[src/logic/ser_status_regs.svh]
`ifndef SER_STATUS_REGS_SVH
`define SER_STATUS_REGS_SVH
`define OFS_SCL_LOW_PERIOD      8'h19
`define OFS_AUDIO_DP_CONTROL    8'h1A
`define OFS_BC_TEST_ERR_COUNT   8'h1B
`define OFS_PIN_LEVEL_LOW       8'h1C
`define OFS_PIN_LEVEL_HIGH      8'h1D
`define RST_SCL_LOW_PERIOD      8'h7F
`define RST_AUDIO_DP_CONTROL    8'h01
`define BIT_BLOCK_REPEATER_MODE 7
`define BIT_AUX_AUDIO_ACTIVE    3
`define BIT_SURROUND_SELECT     0
`define SCL_LOW_EXTRA_CYCLES    8'h05
`define OSC_PERIOD_NS           40
`endif

[src/logic/ser_status_pkg.sv]
`default_nettype none
package ser_status_pkg;
  // register access from the serial host side
  typedef struct packed {
    logic       wrEn;
    logic       rdEn;
    logic [7:0] addr;
    logic [7:0] wrData;
  } reg_req_s;
  typedef enum logic [1:0] {
    SCL_IDLE = 2'b00,
    SCL_LOW  = 2'b01,
    SCL_HIGH = 2'b10
  } scl_state_e;
endpackage
`default_nettype wire

[src/logic/level_sync.sv]
`default_nettype none
// two-stage synchroniser, first stage feeds only the second
module level_sync #(parameter int W = 1) (
  input  wire logic         clk,
  input  wire logic         nrst,
  input  wire logic [W-1:0] din,
  output logic      [W-1:0] dout
);
  typedef struct packed {
    logic [W-1:0] meta;
    logic [W-1:0] sync;
  } st_s;
  st_s st_r;
  st_s st_nxt;
  always_comb begin
    st_nxt.meta = din;
    st_nxt.sync = st_r.meta;
  end
  always_ff @(posedge clk or negedge nrst) begin
    if (!nrst) begin
      st_r <= '0;
    end else begin
      st_r <= st_nxt;
    end
  end
  assign dout = st_r.sync;
endmodule
`default_nettype wire

[src/logic/ser_i2c_audio_gpio_status_regs.sv]
// Overview of operation
// - as local bus master, scl low width comes from the 8-bit low-time field
// - same low-time value is the sda setup interval in slave role
// - one count equals one oscillator clock period, nominally 40 ns
// - scl low phase lasts programmed count plus five clock periods
// - low-time resets to 7Fh, giving at least 5 us low phase
// - bit 7 of audio control blocks automatic repeater audio mode detection
// - read-only bit 3 mirrors the auxiliary audio enable from bridge config
// - bit 0 resets to 1; 1 selects surround, 0 selects 2/4-channel audio
// - surround audio is carried only by the data-island transport
// - in repeater mode detected in-band mode may override surround select
// - back-channel crc errors counted; cleared by link loss, restart, reset
// - error counter is per port; port 1 count read when second port set
// - per-port registers steered by port select for reads; writes to them are ignored
// - status bits 7..5 show pins 7..5; bit 4 reads zero
// - with second port selected, status bits 7..5 read zero
// - bits 3..0 show pins 3..0, or remote pins with second port
// - second status bit 0 shows pin 8; bits 7..1 read zero
// - second port select applies only when secondary address disabled
`default_nettype none
`include "ser_status_regs.svh"
module ser_i2c_audio_gpio_status_regs (
  input  wire logic                     clk,
  input  wire logic                     nrst,
  input  wire ser_status_pkg::reg_req_s regReq,
  output logic [7:0]                    rdData,
  input  wire logic                     secondPortSelect,
  input  wire logic                     secondaryAddressEnable,
  input  wire logic                     secondaryAccess,
  input  wire logic                     auxAudioEnable,
  input  wire logic                     repeaterMode,
  input  wire logic                     detectedSurround,
  input  wire logic                     detectValid,
  input  wire logic                     bistActive,
  input  wire logic                     bistRestart,
  input  wire logic                     crcErrorReset,
  input  wire logic [1:0]               linkLost,
  input  wire logic [1:0]               backChannelCrcError,
  input  wire logic [8:0]               pinLevels,
  input  wire logic [3:0]               remotePinLevels,
  input  wire logic                     sclStart,
  input  wire logic                     sclStop,
  input  wire logic                     slaveSetupStart,
  output logic                          sclDriveLow,
  output logic                          slaveSetupDone,
  output logic                          surroundActive,
  output logic                          dataIslandSurround,
  output logic                          autoModeDetectEnable
);
  typedef struct packed {
    logic [7:0]               sclLowPeriod;
    logic                     blockRepeaterMode;
    logic                     surroundSelect;
    logic [1:0][7:0]          errCount;
    ser_status_pkg::scl_state_e sclState;
    logic [8:0]               sclCount;
    logic [8:0]               setupCount;
    logic                     setupBusy;
    logic                     setupDone;
    logic                     sclLow;
    logic                     surroundEff;
    logic [7:0]               rdData;
  } st_s;
  st_s st_r;
  st_s st_nxt;
  logic [8:0] pinSync;
  logic [3:0] remoteSync;
  logic       portOne;
  logic [8:0] lowTarget;
  // pins come from outside the clock domain
  level_sync #(.W(9)) u_pinSync (
    .clk  (clk),
    .nrst (nrst),
    .din  (pinLevels),
    .dout (pinSync)
  );
  level_sync #(.W(4)) u_remoteSync (
    .clk  (clk),
    .nrst (nrst),
    .din  (remotePinLevels),
    .dout (remoteSync)
  );
  // port steering: primary select ignored when second address is on
  always_comb begin
    if (secondaryAddressEnable) begin
      portOne = secondaryAccess;
    end else begin
      portOne = secondPortSelect;
    end
  end
  // programmed count plus the fixed extra periods
  assign lowTarget = {1'b0, st_r.sclLowPeriod}
                     + {1'b0, `SCL_LOW_EXTRA_CYCLES};
  always_comb begin
    st_nxt = st_r;
    st_nxt.setupDone = 1'b0;
    // register writes; read-only offsets ignore writes
    if (regReq.wrEn) begin
      if (regReq.addr == `OFS_SCL_LOW_PERIOD) begin
        st_nxt.sclLowPeriod = regReq.wrData;
      end else if (regReq.addr == `OFS_AUDIO_DP_CONTROL) begin
        st_nxt.blockRepeaterMode =
          regReq.wrData[`BIT_BLOCK_REPEATER_MODE];
        st_nxt.surroundSelect =
          regReq.wrData[`BIT_SURROUND_SELECT];
      end
    end
    // per-port error counters; clear wins, saturate at full scale
    for (int p = 0; p < 2; p++) begin
      if (linkLost[p] || bistRestart || crcErrorReset) begin
        st_nxt.errCount[p] = 8'h00;
      end else if (bistActive && backChannelCrcError[p]
                   && st_r.errCount[p] != 8'hFF) begin
        st_nxt.errCount[p] = st_r.errCount[p] + 8'h01;
      end
    end
    // effective surround: detected mode may override in repeater
    if (repeaterMode && !st_r.blockRepeaterMode && detectValid) begin
      st_nxt.surroundEff = detectedSurround;
    end else begin
      st_nxt.surroundEff = st_r.surroundSelect;
    end
    // master scl generator: low for count+5 cycles, high likewise
    case (st_r.sclState)
      ser_status_pkg::SCL_IDLE: begin
        st_nxt.sclLow = 1'b0;
        if (sclStart) begin
          st_nxt.sclState = ser_status_pkg::SCL_LOW;
          st_nxt.sclCount = 9'h001;
          st_nxt.sclLow = 1'b1;
        end
      end
      ser_status_pkg::SCL_LOW: begin
        // one count per clk cycle, the oscillator period here
        if (st_r.sclCount >= lowTarget) begin
          st_nxt.sclState = ser_status_pkg::SCL_HIGH;
          st_nxt.sclCount = 9'h001;
          st_nxt.sclLow = 1'b0;
        end else begin
          st_nxt.sclCount = st_r.sclCount + 9'h001;
        end
      end
      ser_status_pkg::SCL_HIGH: begin
        if (sclStop) begin
          st_nxt.sclState = ser_status_pkg::SCL_IDLE;
        end else if (st_r.sclCount >= lowTarget) begin
          st_nxt.sclState = ser_status_pkg::SCL_LOW;
          st_nxt.sclCount = 9'h001;
          st_nxt.sclLow = 1'b1;
        end else begin
          st_nxt.sclCount = st_r.sclCount + 9'h001;
        end
      end
      default: begin
        st_nxt.sclState = ser_status_pkg::SCL_IDLE;
        st_nxt.sclLow = 1'b0;
      end
    endcase
    // slave sda setup delay reuses the low-time value
    if (slaveSetupStart && !st_r.setupBusy) begin
      st_nxt.setupBusy = 1'b1;
      st_nxt.setupCount = 9'h001;
    end else if (st_r.setupBusy) begin
      if (st_r.setupCount >= lowTarget) begin
        st_nxt.setupBusy = 1'b0;
        st_nxt.setupDone = 1'b1;
      end else begin
        st_nxt.setupCount = st_r.setupCount + 9'h001;
      end
    end
    // read data registered one cycle after the read strobe
    st_nxt.rdData = 8'h00;
    if (regReq.rdEn) begin
      if (regReq.addr == `OFS_SCL_LOW_PERIOD) begin
        st_nxt.rdData = st_r.sclLowPeriod;
      end else if (regReq.addr == `OFS_AUDIO_DP_CONTROL) begin
        st_nxt.rdData[`BIT_BLOCK_REPEATER_MODE] = st_r.blockRepeaterMode;
        st_nxt.rdData[`BIT_AUX_AUDIO_ACTIVE] = auxAudioEnable;
        st_nxt.rdData[`BIT_SURROUND_SELECT] = st_r.surroundSelect;
      end else if (regReq.addr == `OFS_BC_TEST_ERR_COUNT) begin
        st_nxt.rdData = st_r.errCount[portOne];
      end else if (regReq.addr == `OFS_PIN_LEVEL_LOW) begin
        if (portOne) begin
          st_nxt.rdData = {4'h0, remoteSync};
        end else begin
          st_nxt.rdData = {pinSync[7:5], 1'b0, pinSync[3:0]};
        end
      end else if (regReq.addr == `OFS_PIN_LEVEL_HIGH) begin
        st_nxt.rdData = {7'h00, pinSync[8]};
      end
    end
  end
  always_ff @(posedge clk or negedge nrst) begin
    if (!nrst) begin
      st_r <= '0;
      st_r.sclLowPeriod <= `RST_SCL_LOW_PERIOD;
      st_r.surroundSelect <= 1'b1;
      st_r.surroundEff <= 1'b1;
      st_r.sclState <= ser_status_pkg::SCL_IDLE;
    end else begin
      st_r <= st_nxt;
    end
  end
  // outputs straight from state
  assign rdData = st_r.rdData;
  assign sclDriveLow = st_r.sclLow;
  assign slaveSetupDone = st_r.setupDone;
  assign surroundActive = st_r.surroundEff;
  // surround only rides the data-island transport
  assign dataIslandSurround = st_r.surroundEff;
  assign autoModeDetectEnable = ~st_r.blockRepeaterMode;
endmodule
`default_nettype wire

[config.mk]
export PLATFORM = sky130hd
export DESIGN_NAME = ser_i2c_audio_gpio_status_regs
export DESIGN_NICKNAME = d
export VERILOG_FILES = /design/src/logic/ser_status_pkg.sv /design/src/logic/level_sync.sv /design/src/logic/ser_i2c_audio_gpio_status_regs.sv
export VERILOG_INCLUDE_DIRS = /design/src /design/src/logic
export SDC_FILE = /design/constraint.sdc
export NUM_CORES = 1
export LEC_CHECK = 0
export ABC_CLOCK_PERIOD_IN_PS = 3400
export BUFFER_PORTS_ARGS = -buffer_cell sky130_fd_sc_hd__buf_2
export CAP_MARGIN = 10
export CORE_UTILIZATION = 52
export DETAILED_ROUTE_END_ITERATION = 8
export PLACE_DENSITY_LB_ADDON = 0.05
export SKIP_LAST_GASP = 1
export SYNTH_ARGS = -nofsm -noshare
export SYNTH_HDL_FRONTEND = slang
export SYNTH_SLANG_ARGS = --single-unit
[constraint.sdc]
create_clock -name clk -period 3.4 [get_ports clk]
set_input_delay 0.51 -clock clk [delete_from_list [all_inputs] [get_ports clk]]
set_output_delay 0.51 -clock clk [all_outputs]
set_load 0.05 [all_outputs]
# Yosys cells after proc, flatten, opt, wreduce, memory -nomap -nowiden
# Index checks and enable logic that the tools add are counted.
dict set report word_totals {
  wordCells 103
  in_bits 50
  output_inout_bits 13
  ff_bits 84
}
dict set report op_classes {
  eq_ne 15
  n_bitwise 2
  n_mux 37
  n_reduce_logical 24
  n_addsub 5
  order_cmp 3
}
# cell count
set ops {}
lappend ops {{$mux 8} 11}
lappend ops {{$eq 8x5->1 const B} 5}
lappend ops {{$mux 9} 3}
lappend ops {{$pmux 9 s3} 1}
lappend ops {{$mux 11} 2}
lappend ops {{$add 9x1->9 const B} 2}
lappend ops {{$ge 9x9->1} 2}
lappend ops {{$add 8x1->8 const B} 2}
lappend ops {{$ne 8x8->1 const B} 2}
lappend ops {{$reduce_and 3->1} 4}
lappend ops {{$mux 1} 11}
lappend ops {{$mux 10} 1}
lappend ops {{$mux 2} 5}
lappend ops {{$ne 2x2->1 const B} 5}
lappend ops {{$add 8x3->9 const B} 1}
lappend ops {{$logic_and 1x1->1} 7}
lappend ops {{$pmux 2 s3} 1}
lappend ops {{$reduce_bool 2->1} 3}
lappend ops {{$logic_or 1x1->1} 4}
lappend ops {{$reduce_and 2->1} 2}
lappend ops {{$mux 3} 1}
lappend ops {{$ne 3x3->1 const B} 1}
lappend ops {{$pmux 1 s3} 1}
lappend ops {{$reduce_bool 3->1} 1}
lappend ops {{other kinds (6)} 8}

# Longest topological paths before layout
# Gate-level depths: netlist of the first run.
dict set report depth {
  depth_word 7
  depth_mapped 12
  mapped_depth_nobuf 11
}

# Cells and area by module
# Synthesis of the first run repeated with hierarchy kept, for this count alone.
dict set report unflattened {
  cells_unflattened 387
  hier_area_um2 4211.5
}
# mod area_each_um2 cells_each instances seq_area_each_um2
set by_module_without_submodules {}
lappend by_module_without_submodules {ser_i2c_audio_gpio_status_regs 3560.9 361 1 1462.7}
lappend by_module_without_submodules {{level_sync at u_pinSync} 450.4 18 1 450.4}
lappend by_module_without_submodules {{level_sync at u_remoteSync} 200.2 8 1 200.2}

# Worst setup path after synthesis of the first run
# No wires, ideal clock.
dict set report synth_timing {
  kind {reg2reg}
  from {reg st_r[50] (netlist bit)}
  to {reg st_r[29] (netlist bit)}
  arrival_time_ps 3193
  path_slack_ps 142
  path_buffers 0
  required_time_ps 3335
  setup_time_ps 65
  path_stages_with_launch 12
  period_less_slack_ps 3258
  cell_sequence {dfstp_2 > ha_1 > xor2_1 > ha_1 > a21oi_1 > o21ai_0 > maj3_2 > a2111oi_1 > nor4_1 > or4b_4 > o21ai_1 > a22o_1}
}
dict set report synth_between {
  elab_chain_cells 5
}
# element line
set synth_rtl {}
lappend synth_rtl {{start: declaration} ser_i2c_audio_gpio_status_regs.sv:64} ;# st_s st_r;
lappend synth_rtl {{start signal: assignment} ser_i2c_audio_gpio_status_regs.sv:201} ;# st_r <= st_nxt;
lappend synth_rtl {{$add 8x3->9 (*)} ser_i2c_audio_gpio_status_regs.sv:92} ;# assign lowTarget = {1'b0, st_r.sclLowPeriod}
lappend synth_rtl {{$ge 9x9->1 (*)} {ser_i2c_audio_gpio_status_regs.sv:135, ser_i2c_audio_gpio_status_regs.sv:146}}
lappend synth_rtl {{$mux 9 (*)} {ser_i2c_audio_gpio_status_regs.sv:135, ser_i2c_audio_gpio_status_regs.sv:146}}
lappend synth_rtl {{$mux 9} ser_i2c_audio_gpio_status_regs.sv:144} ;# if (sclStop) begin
lappend synth_rtl {{$pmux 9 s3 (*)} ser_i2c_audio_gpio_status_regs.sv:124} ;# case (st_r.sclState)
# Every way passes the cells marked *; elsewhere a longest branch is shown, timed or not. The select of a mux whose other input is x is not followed.
# A chain may end at the register's enable or synchronous reset.

# Worst setup path in the final report of the first run
dict set report layout_timing {
  from {reg st_r[51] (netlist bit)}
  to {reg st_r[27] (netlist bit)}
}
# Same word-level chain as after synthesis.

==> impl_metrics.json, run 1 <==
{
  "die-area_um2": 8583,
  "startpoint_type": "flop",
  "fin_crit_ns": 3.248,
  "num_rows": 32,
  "arrival_ns": 3.54,
  "yosysSeqAreaShare": 0.4829,
  "fp.dieH_um": 92.65,
  "min_path_type": "primary input to flop",
  "setup_viol": 0,
  "drt-pass1-iter-count": 4,
  "drv_cap": 0,
  "grt_max_degree": 83,
  "clock.fmax_ghz": 0.3079,
  "clkTransAtPathRegs_ns": 0.10,
  "dr_total_vias": 3179,
  "worstSetupEndpointType": "flop",
  "max_stage_delay_ns": 0.58,
  "synth-edff-count": 0,
  "grt_pass1_vias": 2867,
  "clock-root-buffer": "clkbuf_8",
  "dp_hpwl_mm": 6.270,
  "ant_nets": 0,
  "tightest_slew_ns": 1.013,
  "avgRoutedWirePerCell_um": 14.93,
  "wl_mm": 8.644,
  "holdBufCountCts": 0,
  "finClkSkew_ns": 0.01473,
  "cts_tree": "yes",
  "synthFlopType": "dfrtp_1",
  "crit_cells": 11,
  "post-place-cells": 560,
  "status": "finished, final reports clean",
  "grt_pass1_wl_mm": 14.03,
  "h-tree-depth": 3,
  "final_util": 0.6307,
  "rsz0062_at_grt": "no",
  "final_nets": 542,
  "seqCellArea_um2": 2063,
  "drt_iter0_markers": 151,
  "syn_inst": 405,
  "report.final.slew_viol_count": 0,
  "vias_per_cell": 5.491,
  "drcViolationCount": 0,
  "power.static_leakage_nw": 2.298,
  "cp_cell_sequence": "ha_2 > xor2_2 > ha_1 > a21oi_1 > o21ai_0 > maj3_2 > a2111oi_4 > nor4_2 > or4b_4 > o21ai_1 > a22o_1",
  "instances_no_fill": 579,
  "worstRegToRegCells": 11,
  "yosys_warnings": 0,
  "syn_avg_cell_area_um2": 10.55,
  "synth-seq-cells": 82,
  "die_w_um": 92.65,
  "synth.net_count": 475,
  "ys_types": 59,
  "cp_num_buf_inv": 0,
  "cts_made_buffers": 9,
  "initial_core_util": 0.5445,
  "grt_overflow": 0,
  "clock_latency_ns": 0.36,
  "crit_family": "compound AO/OA/AOI/OAI gates",
  "io_pins": 63,
  "crit_fanout": 7,
  "synthesis.area_um2": 4273,
  "syn2layout_area_growth_pct": 15.84,
  "synth-async-reset-ratio": 1.000,
  "vdd_drop_max_mv": 0.3002,
  "finalHoldViolCount": 0,
  "critPathRequiredTime_ns": 3.69,
  "multi_input_area_um2": 2106,
  "core_area_um2": 7848,
  "finalCritPeriodShare": 0.9552,
  "crit_type": "flop to flop",
  "clock_path_buffers": 2,
  "tns_ns": 0,
  "drive_gt1_frac": 0.2893,
  "power_density_nw_per_um2": 539.3,
  "relSlewSlack": 0.3244,
  "fillers": 658,
  "slowest_stage": "or4b_4",
  "worstHoldPathCells": 1,
  "cts_sinks": 82,
  "gp_congestion": 0.7860,
  "antenna_found_initial": 0,
  "grtUsageTotal": 0.2135,
  "n_antenna_cell": 0,
  "portBuffers": 61
}
[stage by stage]
stage / cell area, um2 / setup WS, ns / total power [W] / hold WS [ns]
2_1_floorplan: 4273 / 0.1416 / 0.001709 / 0.2144
3_3_place_gp: 4664 / 0.07172 / 0.001897 / 0.3323
3_5_place_dp: 4664 / -0.01946 / 0.001919 / 0.3347
4_1_cts: 4877 / 0.03365 / 0.002643 / 0.2278
5_1_grt: 4950 / 0.002486 / 0.002846 / 0.2107
6_report: 4950 / 0.1523 / 0.002669 / 0.2437
[kinds of logic after synthesis]
logic type / Yosys count / synth area share
DFF: 82 / 0.4829
buffers and inverters: 30 / 0.03924
adders and majority gates: 21 / 0.06120
muxes: 30 / 0.07408
and+or+nand+nor: 148 / 0.1854
xor gates and xnor gates: 16 / 0.03280
AOI/OAI and AO/OA: 78 / 0.1245
[sequential cells by signal, summed over array words and instances, names as in the netlist]
register	cells
u_remoteSync.st_nxt	4
slaveSetupDone	1
rdData	8
u_pinSync.st_nxt	8
u_pinSync.dout	8
u_remoteSync.dout	4
sclDriveLow	1
st_r	47
dataIslandSurround	1
[metal layers]
metal / up-vias / share of wire / GRT usage
li1: 1590 / - / -
met2: 87 / 0.43 / 0.3006
met3: 4 / 0.052 / 0.05993
met5: - / 0 / 0
met4: 0 / 0.0068 / 0.04615
met1: 1498 / 0.51 / 0.3267
[layout by cell type, fill, tap and decap left out, types with 3 or more instances in the layout]
master,instances
a21oi_1,15
a22o_1,8
a31oi_1,3
and2_1,10
and2b_2,4
and3_1,6
and3_2,5
buf_2,60
buf_4,14
clkbuf_8,9
dfrtp_1,73
dfstp_2,9
ha_1,19
inv_1,12
inv_8,4
mux2_2,13
mux2i_1,16
nand2_1,36
nand3_1,10
nand4_1,7
nor2_1,28
nor2b_1,12
nor3_1,5
o2111ai_1,3
o211ai_1,3
o21ai_0,15
o21ai_1,7
o221ai_1,4
or3_1,6
xnor2_1,5
xor2_1,10
[what timing repair did]
action	in CTS	in global routing
setup buffers	0	3
gates resized for setup	2	7
cloned	0	0
pin swaps	0	5
setup endpoints to repair	7	15
[power breakdown]
part	switching, W	leakage (nW)	internal, W
Sequential	0.0000949	1.04	0.00106
Combinational	0.000436	1.15	0.000364
Clock	0.000417	0.104	0.000296
[Yosys cell counts, drive strengths merged (2+ instances only)]
cell	instances	area [um2]
inv	12	45.04
o31ai	2	15.01
dfrtp	73	1827
or2	2	12.51
mux2i	17	170.2
o2111ai	3	26.28
nor2	28	105.1
mux2	13	146.4
buf	13	97.59
nand2b	2	12.51
nand2	37	138.9
nor3	6	35.03
and2b	4	35.03
nand3b	2	15.01
nand3	10	50.05
o311ai	2	17.52
o21ai	22	110.1
nor4	4	25.02
a2111oi	2	20.02
nor3b	2	15.01
or3	6	37.54
and3	11	75.08
a211oi	2	15.01
dfstp	9	236.5
or4	2	15.01
and2	10	62.56
a21oi	16	83.83
o211ai	3	22.52
xor2	11	96.34
ha	20	250.2
clkbuf	4	15.01
o221ai	4	35.03
nor2b	12	75.07
nand4	7	43.79
xnor2	5	43.79
a31oi	3	18.77
a22o	8	70.07
[cell type report]
type                       count  share of cell area
clock buffer                   9             0.02503
tap                          102             0.02578
inverter                      12            0.009100
sequential                    82              0.4168
clock inverter                 7             0.01593
timing repair buffer          74             0.08190
multi-input combinational    293              0.4254
[final timing paths]
kind	slack (ns)	to	from
max	0.15	st_r[27]	st_r[51]
min	0.24	u_pinSync.st_nxt[7]	pinLevels[7]
max reg2reg	0.15	st_r[27]	st_r[51]
min reg2reg	0.35	u_pinSync.dout[6]	u_pinSync.st_nxt[6]
max in group asynchronous	2.42	st_r[24]	nrst
min in group asynchronous	0.28	st_r[19]	nrst
Power figures use the tool's default switching activity.
==> run 2: changes to the inputs <==
--- a/config.mk
+++ b/config.mk
@@ -6,7 +6,7 @@
 export SDC_FILE = /design/constraint.sdc
 export NUM_CORES = 1
 export LEC_CHECK = 0
-export ABC_CLOCK_PERIOD_IN_PS = 3400
+export ABC_CLOCK_PERIOD_IN_PS = 2700
 export BUFFER_PORTS_ARGS = -buffer_cell sky130_fd_sc_hd__buf_2
 export CAP_MARGIN = 10
 export CORE_UTILIZATION = 52
==> constraint.sdc (replaced) <==
create_clock -name clk -period 2.7 [get_ports clk]
set_input_delay 0.405 -clock clk [delete_from_list [all_inputs] [get_ports clk]]
set_output_delay 0.405 -clock clk [all_outputs]
set_load 0.05 [all_outputs]
==> impl_metrics.json, run 2 (synthesis results as in run 1) <==
{
  "portBuffers": 61,
  "relSlewSlack": 0.5999,
  "crit_family": "compound AO/OA/AOI/OAI gates",
  "grt_pass1_wl_mm": 14.83,
  "die_w_um": 92.65,
  "cts_made_buffers": 9,
  "worst_slack_ns": -0.3893,
  "violations": "negative setup slack",
  "drt_iter0_markers": 117,
  "status": "finished with violations",
  "ant_nets": 0,
  "grt_overflow": 0,
  "startpoint_type": "flop",
  "clock_latency_ns": 0.36,
  "crit_fanout": 7,
  "antenna_found_initial": 0,
  "rsz0062_at_grt": "yes",
  "dp_hpwl_mm": 6.687,
  "grtUsageTotal": 0.2226,
  "max_stage_delay_ns": 0.59,
  "grt_pass1_vias": 3147,
  "grt_max_degree": 56,
  "fin_crit_ns": 3.089,
  "syn2layout_area_growth_pct": 23.19,
  "dr_total_vias": 3314,
  "avgRoutedWirePerCell_um": 14.96,
  "wl_mm": 8.945,
  "io_pins": 63,
  "seqCellArea_um2": 2063,
  "clock-root-buffer": "clkbuf_8",
  "multi_input_area_um2": 2230,
  "final_common_cell": "dfrtp_1",
  "finalCritPeriodShare": 1.144,
  "fp.dieH_um": 92.65,
  "report.final.slew_viol_count": 0,
  "min_path_type": "primary input to flop",
  "setup_viol": 22,
  "arrival_ns": 3.38,
  "tightest_slew_ns": 0.5976,
  "cts_tree": "yes",
  "vias_per_cell": 5.542,
  "num_rows": 32,
  "clkTransAtPathRegs_ns": 0.10,
  "top_register": "st_r",
  "whs_ns": 0.1485,
  "finalHoldViolCount": 0,
  "cp_cell_sequence": "ha_4 > xor2_2 > ha_1 > a21oi_2 > o21ai_1 > maj3_2 > a2111oi_4 > nor4_2 > or4b_4 > o21ai_1 > a22o_1",
  "drcViolationCount": 0,
  "cp_num_buf_inv": 0,
  "initial_core_util": 0.5445,
  "largest_reg_flops": 47,
  "drv_cap": 0,
  "die-area_um2": 8583,
  "drive_gt1_frac": 0.3427,
  "n_antenna_cell": 0,
  "slowest_stage": "or4b_4",
  "cts_sinks": 82,
  "crit_type": "flop to flop",
  "power.static_leakage_nw": 2.436,
  "final_nets": 561,
  "clock.fmax_ghz": 0.3237,
  "power_density_nw_per_um2": 697.6,
  "critPathMostFrequentCell": "o21ai_1",
  "mostFrequentLayoutCells": "73 x dfrtp_1, 60 x buf_2, 36 x nand2_1, 28 x nor2_1, 23 x buf_4",
  "h-tree-depth": 3,
  "finClkSkew_ns": 0.01383,
  "drt-pass1-iter-count": 4,
  "worstSetupEndpointType": "flop",
  "gp_congestion": 0.8232,
  "tns_ns": -5.250,
  "vdd_drop_max_mv": 0.4974,
  "clock_path_buffers": 2,
  "core_area_um2": 7848,
  "fillers": 643,
  "critPathRequiredTime_ns": 2.99
}
==> run 2: per-layer routing <==
metal	global-route usage	routed length [um]	vias to the layer above
met5	0	0	-
met4	0.06667	82	0
met3	0.03284	324	6
met2	0.3383	4025	81
met1	0.3308	4512	1595
li1	-	-	1632
==> run 2: layout make-up <==
cell class | instances | area share
timing repair buffer | 93 | 0.1127
clock buffer | 9 | 0.02353
tap | 102 | 0.02425
multi-input combinational | 293 | 0.4236
inverter | 12 | 0.008557
sequential | 82 | 0.3920
clock inverter | 7 | 0.01545
==> run 2: path summary, 6_finish.rpt <==
path	start	to	slack, ns	cells after the start
worst max-delay path	st_r[51]	st_r[26]	-0.39	11
worst min-delay path	remotePinLevels[2]	u_remoteSync.st_nxt[2]	0.15	1
worst max register to register	st_r[51]	st_r[26]	-0.39	11
worst min register to register	u_pinSync.st_nxt[8]	u_pinSync.dout[8]	0.35	0
max in group asynchronous	nrst	st_r[50]	1.53	3
min in group asynchronous	nrst	rdData[5]	0.50	2
==> run 2: stage by stage <==
stage          cells  cell area, um2  utilization  total power [W]  setup slack (ns)
2_1_floorplan    405            4378            -         0.002231           -0.2935
5_1_grt          598            5264       0.6708         0.003880           -0.5337
6_report         598            5264       0.6708         0.003672           -0.3893
3_3_place_gp     576            4892       0.6234         0.002573           -0.3368
4_1_cts          596            5194       0.6618         0.003599           -0.3939
3_5_place_dp     576            4892       0.6234         0.002611           -0.4025
==> run 2: what timing repair did <==
item,4_1_cts,5_1_grt
pin swaps,12,11
setup endpoints to repair,23,23
hold buffers,1,0
setup buffers,3,2
hold endpoints to repair,23,0
resized for setup,14,13
==> run 2: report_power, final <==
part | internal (W) | switching [W] | leakage (nW)
Combinational | 0.000641 | 0.000698 | 1.29
Clock | 0.000371 | 0.000523 | 0.104
Sequential | 0.00134 | 0.000102 | 1.04
Total | 0.00235 | 0.00132 | 2.44
==> run 3: changes to the inputs <==
--- a/config.mk
+++ b/config.mk
@@ -6,6 +6,7 @@
 export SDC_FILE = /design/constraint.sdc
 export NUM_CORES = 1
 export LEC_CHECK = 0
+export ABC_AREA = 1
 export ABC_CLOCK_PERIOD_IN_PS = 2700
 export BUFFER_PORTS_ARGS = -buffer_cell sky130_fd_sc_hd__buf_2
 export CAP_MARGIN = 10
==> impl_metrics.json, run 3 <==
{
  "clkTransAtPathRegs_ns": 0.09,
  "cts_sinks": 82,
  "synth-async-reset-ratio": 1.000,
  "tns_ns": 0,
  "io_pins": 63,
  "arrival_ns": 2.74,
  "drv_cap": 0,
  "report.final.slew_viol_count": 0,
  "holdBufCountCts": 0,
  "power.static_leakage_nw": 2.516,
  "synthMuxAreaShare": 0.01012,
  "dp_hpwl_mm": 7.291,
  "grt_max_degree": 83,
  "seqCellArea_um2": 2063,
  "ant_nets": 0,
  "setup_viol": 0,
  "initial_core_util": 0.5392,
  "tightest_slew_ns": 0.4486,
  "clock_path_buffers": 2,
  "drt-pass1-iter-count": 4,
  "worstRegToRegCells": 15,
  "fin_crit_ns": 2.508,
  "h-tree-depth": 3,
  "gp_congestion": 0.8635,
  "synth-edff-count": 0,
  "fillers": 722,
  "synth_commonest_cells": "116 x nand2_1, 73 x dfrtp_1, 72 x inv_1",
  "clock-root-buffer": "clkbuf_8",
  "clock.fmax_ghz": 0.3987,
  "grt_overflow": 0,
  "core_area_um2": 8258,
  "post-place-cells": 704,
  "yosys_warnings": 0,
  "largest_reg_flops": 47,
  "instances_no_fill": 721,
  "cts_tree": "yes",
  "dr_total_vias": 3769,
  "status": "finished, final reports clean",
  "r2r-end": "st_r[15]",
  "final_common_cell": "nand2_1",
  "synth_top_family_by_area": "simple AND/OR/NAND/NOR gates",
  "drive_gt1_frac": 0.1981,
  "synth_area_leader_cell": "dfrtp_1",
  "reg2reg_from": "st_r[51]",
  "vdd_drop_max_mv": 0.3690,
  "wl_mm": 9.436,
  "clock_latency_ns": 0.35,
  "multi_input_area_um2": 2033,
  "drcViolationCount": 0,
  "synth_compound_area_frac": 0.1003,
  "die_w_um": 94.54,
  "crit_type": "flop to flop",
  "synthFlopType": "dfrtp_1",
  "worstSetupEndpointType": "flop",
  "portBuffers": 61,
  "finalCritPeriodShare": 0.9290,
  "reg2reg_slack_ns": 0.19,
  "syn2layout_area_growth_pct": 14.55,
  "yosys.area_share.simple": 0.2579,
  "synthXorXnorAreaFrac": 0.02754,
  "synth.net_count": 615,
  "final_nets": 681,
  "num_rows": 33,
  "synth.area.top_cells": "dfrtp_1 41%, nand2_1 9.8%, inv_1 6.1%",
  "yosysMostFrequentCell": "nand2_1",
  "fp.dieH_um": 94.54,
  "cts_made_buffers": 9,
  "yosysSeqAreaShare": 0.4633,
  "power_density_nw_per_um2": 620.3,
  "avgRoutedWirePerCell_um": 13.09,
  "grt_pass1_vias": 3441,
  "relSlewSlack": 0.7009,
  "critPathRequiredTime_ns": 2.93,
  "ys_types": 40,
  "grtUsageTotal": 0.2304,
  "min_path_type": "primary input to asynchronous set/reset pin",
  "mostFrequentLayoutCells": "116 x nand2_1, 73 x dfrtp_1, 72 x inv_1, 60 x buf_2, 54 x nand3_1",
  "crit_fanout": 7,
  "startpoint_type": "flop",
  "synth_top_area_share": 0.4102,
  "vias_per_cell": 5.227,
  "syn_avg_cell_area_um2": 8.171,
  "n_antenna_cell": 0,
  "synth-seq-cells": 82,
  "finalHoldViolCount": 0,
  "synthesis.area_um2": 4453,
  "die-area_um2": 8938,
  "synth_fa_ha_area_frac": 0.05620,
  "final_util": 0.6177,
  "antenna_found_initial": 0,
  "finClkSkew_ns": 0.008596,
  "top_register": "st_r",
  "syn_inst": 545,
  "drt_iter0_markers": 181,
  "grt_pass1_wl_mm": 15.73
}
## run 3: worst max path at each step
| stage | cells past startpoint | to | from | slack, ns |
|---|---|---|---|---|
| 2_1_floorplan | 15 | st_r[12] | st_r[50] | 0.41 |
| 3_3_place_gp | 15 | st_r[13] | st_r[51] | 0.22 |
| 3_5_place_dp | 15 | st_r[15] | st_r[51] | 0.18 |
| 4_1_cts | 15 | st_r[15] | st_r[51] | 0.15 |
| 5_1_grt | 16 | st_r[15] | st_r[51] | -0.004 |
| 6_report | 15 | st_r[15] | st_r[51] | 0.19 |
## run 3: critical path, stage by stage (launching register included)
cell	delay, ns
dfstp_2	0.58
ha_4	0.16
inv_1	0.04
nand2_1	0.07
a21oi_1	0.06
or2_2	0.31
ha_1	0.32
nand4_1	0.10
nand3_1	0.08
nand2_1	0.07
nor2_2	0.04
nor2_2	0.13
nand2_2	0.11
buf_4	0.18
nand3_1	0.08
nand2_1	0.07
## run 3: area by class of cell
class,count,area share
flip-flops and latches,82,0.4045
clock inverters,4,0.01104
repair buffers,69,0.07456
clock buffers,12,0.03041
inverters,75,0.05519
multi-input cells,374,0.3986
well taps,105,0.02575
## run 3: power breakdown
group	switching (W)	internal (W)	total, W
sequential	0.000103	0.00134	0.00144
combinational	0.000478	0.000298	0.000776
clock	0.000461	0.000487	0.000948
total	0.00104	0.00212	0.00316
## run 3: cell families after synthesis
logic type / after synthesis
adders and majority gates: 20
muxes: 4
AOI/OAI and AO/OA: 80
DFF: 82
and+or+nand+nor: 256
xor gates and xnor gates: 14
buffers and inverters: 89
## run 3: timing repair
action	in CTS	in global routing
endpoints found under the setup margin	0	15
setup buffers	0	1
resized for setup	0	3
## run 3: stage by stage
stage | setup slack, ns | hold slack, ns | power [W] | cell area, um2
final | 0.1916 | 0.04504 | 0.003164 | 5101
after global routing | -0.004484 | 0.09018 | 0.003381 | 5101
after CTS | 0.1510 | 0.08202 | 0.003188 | 5074
after detailed placement | 0.1760 | 0.3347 | 0.002242 | 4862
after global placement | 0.2220 | 0.3345 | 0.002206 | 4862
after floorplan | 0.4118 | 0.1094 | 0.002015 | 4453
## run 3: routing by layer
| metal | part of all wire | track usage | vias to the layer above | wire length, um |
|---|---|---|---|---|
| met2 | 0.43 | 0.3551 | 107 | 4091 |
| met4 | 0.0097 | 0.06187 | 0 | 92 |
| li1 | - | - | 1910 | - |
| met3 | 0.055 | 0.05314 | 10 | 518 |
| met1 | 0.50 | 0.3271 | 1742 | 4734 |
| met5 | 0 | 0 | - | 0 |
